===== src/riv_regs.svh =====
// constants for the redundant input voter
// assumes inclusion by bare name from package and modules
`ifndef RIV_REGS_SVH
`define RIV_REGS_SVH
`define RIV_NPTS        8
`define RIV_AW          12
`define RIV_NSRC        3
`define RIV_SCAN_NS     10000000
`define RIV_CLK_NS      100
`define RIV_MODE_3210   1'b0
`define RIV_MODE_320    1'b1
`define RIV_RST_BITS    8'h00
`define RIV_RST_WORD    12'h000
`define RIV_RST_SRC     3'h0
`define RIV_RST_CNT     32'h0
`endif


===== src/riv_pkg.sv =====
// types for the redundant input voter
// assumes riv_regs.svh is on the include path
`include "riv_regs.svh"
package riv_pkg;
    // per discrete point settings
    typedef struct packed {
        logic [`RIV_NPTS-1:0] autotestEn;
        logic [`RIV_NPTS-1:0] defaultState;
        logic [`RIV_NPTS-1:0] duplexState;
        logic [`RIV_NPTS-1:0] degradeMode;
    } riv_dcfg_s;
    // analog group settings
    typedef struct packed {
        logic [`RIV_AW-1:0] defaultValue;
        logic               degradeMode;
        logic               pickHigherAddr;
    } riv_acfg_s;
    typedef enum logic [2:0] {
        RIV_IDLE  = 3'b001,
        RIV_VOTE  = 3'b010,
        RIV_READY = 3'b100
    } riv_state_e;
    typedef logic [`RIV_NSRC-1:0] riv_src_t;
endpackage


===== src/riv_voter.sv =====
// top of the redundant input voter: discrete 2oo3 vote, analog mid-value,
// discrepancy flags, single-source pass-through and scan pacing
// assumes source buses deliver words with one-cycle strobes on mclk
// assumes execReq comes from the consuming logic before each execution cycle
// How it works
// discrete bits voted two of three majority
// two sources: duplex state is third vote
// one source, 3210 mode: use it
// one source, 320 mode: use default
// per point autotest, default, degrade settings
// three analog samples: pick middle value
// analog degrades to single or default
// flag discrete points and analog sources disagreeing with voted result
// single ungrouped source passes through unvoted
// each source broadcasts once per scan
// vote done before each execution starts
// absent means no fresh word this scan
// two analog: lower address unless configured
`timescale 1ns/1ns
`include "riv_regs.svh"
module riv_voter
    import riv_pkg::*;
#(
    parameter int NPTS      = `RIV_NPTS,
    parameter int AW        = `RIV_AW,
    parameter int SCAN_NS   = `RIV_SCAN_NS,
    parameter int SCAN_CYC  = SCAN_NS / `RIV_CLK_NS
) (
    input  wire logic                mclk,
    input  wire logic                rst_b,
    input  wire logic [2:0]          dArrive,
    input  wire logic [NPTS-1:0]     dIn0,
    input  wire logic [NPTS-1:0]     dIn1,
    input  wire logic [NPTS-1:0]     dIn2,
    input  wire logic [2:0]          aArrive,
    input  wire logic [AW-1:0]       aIn0,
    input  wire logic [AW-1:0]       aIn1,
    input  wire logic [AW-1:0]       aIn2,
    input  wire logic                sArrive,
    input  wire logic [NPTS-1:0]     sIn,
    input  wire riv_dcfg_s           dCfg,
    input  wire riv_acfg_s           aCfg,
    input  wire logic                execReq,
    output logic                     execGo,
    output logic [NPTS-1:0]          dVoted,
    output logic [AW-1:0]            aVoted,
    output logic [NPTS-1:0]          sPass,
    output logic [NPTS-1:0]          dDiscrep,
    output logic [2:0]               aDiscrep,
    output logic [2:0]               dPresent,
    output logic [2:0]               aPresent,
    output logic [NPTS-1:0]          autotestSel,
    output logic                     resultValid
);
    localparam int NSRC = `RIV_NSRC;

    // latest words per source; a missing arrival keeps the stale copy, which presence masks
    logic [NPTS-1:0] dHold      [NSRC];
    logic [AW-1:0]   aHold      [NSRC];
    logic [NPTS-1:0] next_dHold [NSRC];
    logic [AW-1:0]   next_aHold [NSRC];
    logic [NPTS-1:0] sHold;
    logic [NPTS-1:0] next_sHold;

    logic [31:0] scanCnt;
    logic [31:0] next_scanCnt;
    logic        scanTick;

    riv_state_e      state;
    riv_state_e      next_state;
    logic            next_execGo;
    logic [NPTS-1:0] next_dVoted;
    logic [AW-1:0]   next_aVoted;
    logic [NPTS-1:0] next_sPass;
    logic [NPTS-1:0] next_dDiscrep;
    logic [2:0]      next_aDiscrep;
    logic            next_resultValid;
    logic [2:0]      next_dPresent;
    logic [2:0]      next_aPresent;
    logic [NPTS-1:0] next_autotestSel;

    logic [2:0]      dPres;
    logic [2:0]      aPres;
    logic [AW-1:0]   aMid;
    logic [NPTS-1:0] dComb;
    logic [NPTS-1:0] dDisNow;
    logic [2:0]      aDisNow;

    function automatic logic maj3(input logic a, input logic b, input logic c);
        maj3 = (a & b) | (a & c) | (b & c);
    endfunction

    function automatic logic [1:0] count3(input logic [2:0] p);
        count3 = {1'b0, p[0]} + {1'b0, p[1]} + {1'b0, p[2]};
    endfunction

    function automatic logic voteIn(input logic pres, input logic word, input logic duplex);
        voteIn = pres ? word : duplex;
    endfunction

    function automatic logic [NPTS-1:0] disagree(input logic [NPTS-1:0] word, input logic [NPTS-1:0] voted,
                                                 input logic pres);
        disagree = (word ^ voted) & {NPTS{pres}};
    endfunction

    // one present source: the masked or of all slots is that source's bit
    function automatic logic onlyOne(input logic [2:0] pres, input logic b0, input logic b1, input logic b2);
        onlyOne = (pres[0] & b0) | (pres[1] & b1) | (pres[2] & b2);
    endfunction

    // limitation: a dropped source is still counted until the next scan tick closes its period
    riv_freshness #(.NSRC(NSRC)) uDFresh (
        .mclk     (mclk),
        .rst_b    (rst_b),
        .scanTick (scanTick),
        .arrive   (dArrive),
        .present  (dPres)
    );

    riv_freshness #(.NSRC(NSRC)) uAFresh (
        .mclk     (mclk),
        .rst_b    (rst_b),
        .scanTick (scanTick),
        .arrive   (aArrive),
        .present  (aPres)
    );

    riv_mid_select #(.AW(AW)) uMid (
        .s0      (aHold[0]),
        .s1      (aHold[1]),
        .s2      (aHold[2]),
        .present (aPres),
        .cfg     (aCfg),
        .result  (aMid)
    );

    // scan period divider
    always_comb begin
        scanTick     = (scanCnt == 32'(SCAN_CYC - 1));
        next_scanCnt = scanCnt + 32'h1;
        if (scanTick) begin
            next_scanCnt = `RIV_RST_CNT;
        end
    end

    // capture the broadcast words; each source refreshes once per scan
    // a second arrival within one scan simply overwrites the first
    always_comb begin
        for (int i = 0; i < NSRC; i++) begin
            next_dHold[i] = dHold[i];
            next_aHold[i] = aHold[i];
        end
        next_sHold = sHold;
        if (dArrive[0]) next_dHold[0] = dIn0;
        if (dArrive[1]) next_dHold[1] = dIn1;
        if (dArrive[2]) next_dHold[2] = dIn2;
        if (aArrive[0]) next_aHold[0] = aIn0;
        if (aArrive[1]) next_aHold[1] = aIn1;
        if (aArrive[2]) next_aHold[2] = aIn2;
        if (sArrive)    next_sHold    = sIn;
    end

    // discrete vote per point, selected by present-source count
    always_comb begin
        dComb = dCfg.defaultState;
        for (int p = 0; p < NPTS; p++) begin
            case (count3(dPres))
                2'h3: dComb[p] = maj3(dHold[0][p], dHold[1][p], dHold[2][p]);
                2'h2: begin
                    // absent source slot takes the duplex state as the third vote
                    dComb[p] = maj3(voteIn(dPres[0], dHold[0][p], dCfg.duplexState[p]),
                                    voteIn(dPres[1], dHold[1][p], dCfg.duplexState[p]),
                                    voteIn(dPres[2], dHold[2][p], dCfg.duplexState[p]));
                end
                2'h1: begin
                    if (dCfg.degradeMode[p] == `RIV_MODE_3210) begin
                        dComb[p] = onlyOne(dPres, dHold[0][p], dHold[1][p], dHold[2][p]);
                    end else begin
                        dComb[p] = dCfg.defaultState[p];
                    end
                end
                // no source present: the default state, as in the one-source 320 mode case
                default: dComb[p] = dCfg.defaultState[p];
            endcase
        end
    end

    // disagreement against the vote about to be latched; absent sources never flag
    always_comb begin
        dDisNow = disagree(dHold[0], dComb, dPres[0])
                | disagree(dHold[1], dComb, dPres[1])
                | disagree(dHold[2], dComb, dPres[2]);
        for (int i = 0; i < NSRC; i++) begin
            aDisNow[i] = aPres[i] & (aHold[i] != aMid);
        end
    end

    // execution handshake: the vote is latched before execGo is granted
    // idle takes the request, vote latches, ready raises the one-cycle start pulse;
    // a request during vote or ready is dropped, not queued
    always_comb begin
        next_state       = state;
        next_execGo      = 1'b0;
        next_dVoted      = dVoted;
        next_aVoted      = aVoted;
        next_sPass       = sPass;
        next_dDiscrep    = dDiscrep;
        next_aDiscrep    = aDiscrep;
        next_resultValid = resultValid;
        case (state)
            RIV_IDLE: begin
                if (execReq) begin
                    next_state = RIV_VOTE;
                end
            end
            RIV_VOTE: begin
                next_dVoted = dComb;
                next_aVoted = aMid;
                next_sPass  = sHold;
                next_dDiscrep = dDisNow;
                next_aDiscrep = aDisNow;
                next_resultValid = 1'b1;
                next_state       = RIV_READY;
            end
            RIV_READY: begin
                next_execGo = 1'b1;
                next_state  = RIV_IDLE;
            end
            default: next_state = RIV_IDLE;
        endcase
    end

    // source word store
    always_ff @(posedge mclk or negedge rst_b) begin
        if (!rst_b) begin
            for (int i = 0; i < NSRC; i++) begin
                dHold[i] <= `RIV_RST_BITS;
                aHold[i] <= `RIV_RST_WORD;
            end
            sHold <= `RIV_RST_BITS;
        end else begin
            for (int i = 0; i < NSRC; i++) begin
                dHold[i] <= next_dHold[i];
                aHold[i] <= next_aHold[i];
            end
            sHold <= next_sHold;
        end
    end

    // scan period counter
    always_ff @(posedge mclk or negedge rst_b) begin
        if (!rst_b) begin
            scanCnt <= `RIV_RST_CNT;
        end else begin
            scanCnt <= next_scanCnt;
        end
    end

    // handshake state and latched results
    always_ff @(posedge mclk or negedge rst_b) begin
        if (!rst_b) begin
            state       <= RIV_IDLE;
            execGo      <= 1'b0;
            dVoted      <= `RIV_RST_BITS;
            aVoted      <= `RIV_RST_WORD;
            sPass       <= `RIV_RST_BITS;
            dDiscrep    <= `RIV_RST_BITS;
            aDiscrep    <= `RIV_RST_SRC;
            resultValid <= 1'b0;
        end else begin
            state       <= next_state;
            execGo      <= next_execGo;
            dVoted      <= next_dVoted;
            aVoted      <= next_aVoted;
            sPass       <= next_sPass;
            dDiscrep    <= next_dDiscrep;
            aDiscrep    <= next_aDiscrep;
            resultValid <= next_resultValid;
        end
    end

    // status mirrors: registered so that every output leaves a flip-flop,
    // at the cost of showing presence one cycle after the vote logic sees it
    always_comb begin
        next_dPresent    = dPres;
        next_aPresent    = aPres;
        next_autotestSel = dCfg.autotestEn;
    end

    always_ff @(posedge mclk or negedge rst_b) begin
        if (!rst_b) begin
            dPresent    <= `RIV_RST_SRC;
            aPresent    <= `RIV_RST_SRC;
            autotestSel <= `RIV_RST_BITS;
        end else begin
            dPresent    <= next_dPresent;
            aPresent    <= next_aPresent;
            autotestSel <= next_autotestSel;
        end
    end
endmodule


===== src/riv_freshness.sv =====
// per source freshness tracking over one scan period
// assumes arrival strobes are one-cycle pulses synchronous to mclk
`timescale 1ns/1ns
`include "riv_regs.svh"
module riv_freshness
    import riv_pkg::*;
#(
    parameter int NSRC = `RIV_NSRC
) (
    input  wire logic            mclk,
    input  wire logic            rst_b,
    input  wire logic            scanTick,
    input  wire logic [NSRC-1:0] arrive,
    output logic      [NSRC-1:0] present
);
    logic [NSRC-1:0] seen;
    logic [NSRC-1:0] next_seen;
    logic [NSRC-1:0] next_present;

    // arrival in the tick cycle counts toward the period just closing
    always_comb begin
        next_seen    = seen | arrive;
        next_present = present;
        if (scanTick) begin
            next_present = seen | arrive;
            next_seen    = '0;
        end
    end

    always_ff @(posedge mclk or negedge rst_b) begin
        if (!rst_b) begin
            seen    <= '0;
            present <= '0;
        end else begin
            seen    <= next_seen;
            present <= next_present;
        end
    end
endmodule


===== src/riv_mid_select.sv =====
// combinational mid-value and degradation for analog samples
// assumes inputs are stable for the cycle they are sampled
`timescale 1ns/1ns
`include "riv_regs.svh"
module riv_mid_select
    import riv_pkg::*;
#(
    parameter int AW = `RIV_AW
) (
    input  wire logic [AW-1:0] s0,
    input  wire logic [AW-1:0] s1,
    input  wire logic [AW-1:0] s2,
    input  wire logic [2:0]    present,
    input  wire riv_acfg_s     cfg,
    output logic      [AW-1:0] result
);
    function automatic logic [AW-1:0] mid3(input logic [AW-1:0] a, input logic [AW-1:0] b,
                                           input logic [AW-1:0] c);
        logic [AW-1:0] lo;
        logic [AW-1:0] hi;
        lo = (a < b) ? a : b;
        hi = (a < b) ? b : a;
        if (c <= lo)      mid3 = lo;
        else if (c >= hi) mid3 = hi;
        else              mid3 = c;
    endfunction

    always_comb begin
        result = cfg.defaultValue;
        case (present)
            3'h7: result = mid3(s0, s1, s2);
            3'h3: result = cfg.pickHigherAddr ? s1 : s0;
            3'h5: result = cfg.pickHigherAddr ? s2 : s0;
            3'h6: result = cfg.pickHigherAddr ? s2 : s1;
            3'h1: result = (cfg.degradeMode == `RIV_MODE_3210) ? s0 : cfg.defaultValue;
            3'h2: result = (cfg.degradeMode == `RIV_MODE_3210) ? s1 : cfg.defaultValue;
            3'h4: result = (cfg.degradeMode == `RIV_MODE_3210) ? s2 : cfg.defaultValue;
            default: result = cfg.defaultValue;
        endcase
    end
endmodule


===== config.mk =====
export PLATFORM = sky130hd
export DESIGN_NAME = riv_voter
export DESIGN_NICKNAME = d
export VERILOG_FILES = /design/src/riv_pkg.sv /design/src/riv_voter.sv /design/src/riv_freshness.sv /design/src/riv_mid_select.sv
export VERILOG_INCLUDE_DIRS = /design/src
export SDC_FILE = /design/constraint.sdc
export NUM_CORES = 1
export LEC_CHECK = 0
export BUFFER_PORTS_ARGS = -buffer_cell sky130_fd_sc_hd__buf_2
export CAP_MARGIN = 10
export CORE_ASPECT_RATIO = 0.75
export CORE_MARGIN = 5
export CORE_UTILIZATION = 40
export DETAILED_ROUTE_END_ITERATION = 12
export GPL_TIMING_DRIVEN = 0
export PLACE_DENSITY = 0.57
export SETUP_SLACK_MARGIN = 0.1
export SYNTH_ARGS = -nofsm -noshare
export SYNTH_HDL_FRONTEND = slang
export SYNTH_SLANG_ARGS = --single-unit

===== constraint.sdc =====
create_clock -name mclk -period 12.5 [get_ports mclk]
set_clock_uncertainty 0.05 [all_clocks]
set_input_delay 0.625 -clock mclk [delete_from_list [all_inputs] [get_ports mclk]]
set_output_delay 0.625 -clock mclk [all_outputs]
set_load 0.02 [all_outputs]

==> results_dict.tcl <==
set metrics [dict create \
    switching_power_mw 0.841 \
    grt_first_pass_wirelength_um 66200 \
    final_core_util_pct 47.2 \
    internal_power_mw 1.19 \
    row_count 53 \
    r2r-start "aHold[21]" \
    comb_power_share_pct 38.1 \
    tritoncts "yes" \
    gp_congestion 1.00 \
    rr_endpoint "aDiscrep[0]" \
    via_count 11300 \
    grt_max_degree 112 \
    fin_crit_ns 7.62 \
    root_buffer "clkbuf_16" \
    setup_viol 0 \
    finalPower_mw 2.03 \
    pwr-share-seq_pct 35.1 \
    synth-edff-count 0 \
    cp.required_ns 12.77 \
    htreeDepth 4 \
    synth_seq_area_share_pct 38.1 \
    max_freq_ghz 0.131 \
    totalWireLength_um 44100 \
    syn_inst 1294 \
    ys_types 87 \
    area_delta_synth_final_pct 17.5 \
    slew_violations 0 \
    num_io_pins 179 \
    netlist.area_leader.share_pct 37.9 \
    arrival_ns 7.88 \
    cts_max_path_buffers 2 \
    core_area_sq_um 27800 \
    switching_share_pct 41.5 \
    synth_top_cell_by_area "dfrtp_1" \
    antenna_found_initial 3 \
    grt_pass1_vias 10700 \
    p_leak_nw 5.69 \
    synthArstFlopShare_pct 100 \
    finalSetupTns_ns 0 \
    num-fill-cells 2769 \
    die_x_um 203 \
    ctsHoldBuffers 0 \
    post_drt_wl_per_cell_um 23.7 \
    start_util_pct 40.2 \
    tightest_slew_ns 1.28 \
    drt_iter0_drc 1478 \
    synth_area_leaders "dfrtp_1 38%, o21ai_0 5.3%, nand2_1 5.2%" \
    crit_fanout 10 \
    p_per_area_nw_per_um2 155 \
    cts_setup_buffers 0 \
    die_h_um 155 \
    stdcell_count 1860 \
    multi_input_area_sq_um 6360 \
    ys_warn_count 0 \
    drc 0 \
    cp-start-kind "flip-flop" \
    status "finished clean" \
    relSlewSlack_pct 14.4 \
    hpwl_um 33000 \
    critPathKind "reg -> reg" \
    cp-end-kind "flip-flop" \
    cts_resized 0 \
    cts.sinks 170 \
    nNetsFinal 1649 \
    cts_buffers 17 \
    rsz0062_at_grt "false" \
    irDropWorstVdd_v 0.0000877 \
    hold_viol_final 0 \
    hold_ws_ns 0.0361 \
    grt.overflow.total 0 \
    via_per_inst 6.05 \
    grtUsageTotal_pct 27.7 \
    seq_area_sq_um 4260 \
    synth_area_sq_um 11200 \
    syn-num-nets 1455 \
    drt_first_pass_iters 8 \
    rrSetupSlack_ns 4.88 \
    timing.max_cap.violations 0 \
    hp-class "in -> async" \
    io_buffers 173 \
    layout-drive-gt1-share_pct 19.3 \
    finalCritPeriodShare_pct 60.9 \
    place_inst 1826 \
    worst-r2r-cell-count 22 \
    antenna_left 0 \
    worstSkewPairLatency_ns 0.46 \
    die-area_sq_um 31400 \
    synth_seq_cells 170 \
    final_cell_mix "181 x buf_2, 169 x dfrtp_1, 155 x nand2_1" \
    syn_avg_cell_area_sq_um 8.62 \
    clkTransAtPathRegs_ns 0.07 \
    synth-main-ff-cell "dfrtp_1" \
    clockPowerShare_pct 26.8 \
    final_common_cell "buf_2" \
]
cells in the mapped netlist (17+ instances only):
cell / instances
a21oi_1: 100
nand2_1: 155
a22oi_1: 17
inv_1: 44
nand3_1: 35
mux2_2: 50
dfrtp_1: 169
xor2_1: 21
xnor2_1: 26
ha_1: 36
nor3_1: 25
a211oi_1: 17
o21ai_0: 118
clkbuf_1: 70
nor2_1: 99
o211ai_1: 22
per-stage QoR:
step / instance area (sq um) / setup slack (ns)
2_1_floorplan: 11200 / 7.28
3_3_place_gp: 12500 / 5.18
3_5_place_dp: 12500 / 5.27
4_1_cts: 13100 / 5.22
5_1_grt: 13100 / 4.58
6_report: 13100 / 4.88
power by group through the flow:
stage               registers (mW)  clock network (mW)  logic (mW)
finish                       0.712               0.543       0.773
global route                 0.722               0.577       0.839
CTS                          0.710               0.553       0.761
detailed placement           0.720                   0       0.757
global placement             0.719                   0       0.752
floorplan                    0.769                   0       0.421
routing by layer:
metal	wire length, um	up-vias	track usage (%)
met5	0	-	0
met4	984	0	7.21
met3	4960	66	9.89
met2	17600	580	37.5
met1	20500	5481	41.6
li1	-	5133	-
worst max path at each step:
stage                        to  depth (start not counted)       from  slack [ns]
floorplan           aDiscrep[1]                         22  aHold[21]        7.28
global placement    aDiscrep[2]                         21  aHold[21]        5.18
detailed placement  aDiscrep[0]                         22  aHold[21]        5.27
CTS                 aDiscrep[0]                         22  aHold[21]        5.22
global route        aDiscrep[2]                         21  aHold[21]        4.58
finish              aDiscrep[0]                         22  aHold[21]        4.88
registers in the layout, indices dropped and copies added, names as in the netlist, 8 cells and up:
signal       cells
sHold            8
dHold           24
dVoted           8
sPass            8
scanCnt         32
autotestSel      8
aHold           36
aVoted          12
dDiscrep         8
cell families after synthesis:
| logic type | count (synthesis) | share of synthesized area (%) |
|---|---|---|
| DFF | 170 | 38.1 |
| buffers and inverters | 140 | 4.93 |
| and+or+nand+nor | 409 | 17.1 |
| xor gates and xnor gates | 47 | 3.69 |
| muxes | 62 | 6.12 |
| adders and majority gates | 40 | 4.48 |
| AOI/OAI and AO/OA | 426 | 25.5 |
layout make-up:
| class | count | share of cell area [%] |
|---|---|---|
| multi-input combinational | 984 | 48.5 |
| sequential | 170 | 32.5 |
| timing repair buffer | 175 | 6.93 |
| tap | 357 | 3.41 |
| clock buffer | 18 | 3.27 |
| buffer | 92 | 2.82 |
| inverter | 48 | 1.37 |
| clock inverter | 14 | 1.19 |
| antenna | 2 | 0.0382 |
critical path, stage by stage, from the launching register on:
cell,delay [ns]
dfrtp_1,0.33
clkbuf_1,0.52
inv_1,0.43
ha_1,0.43
a211oi_1,0.21
o22ai_1,0.16
or2_1,0.22
clkbuf_1,0.18
nor2_2,0.45
buf_2,0.37
mux2i_1,0.39
ha_1,0.33
a21oi_1,0.17
o21a_1,0.17
o211ai_1,0.13
o21ai_1,0.83
clkbuf_1,0.48
nand2_1,0.20
o221a_2,0.34
nor2_1,0.42
xnor2_1,0.12
nor4_1,0.35
a41oi_1,0.17
No activity file was read; power rests on OpenSTA's default activity.
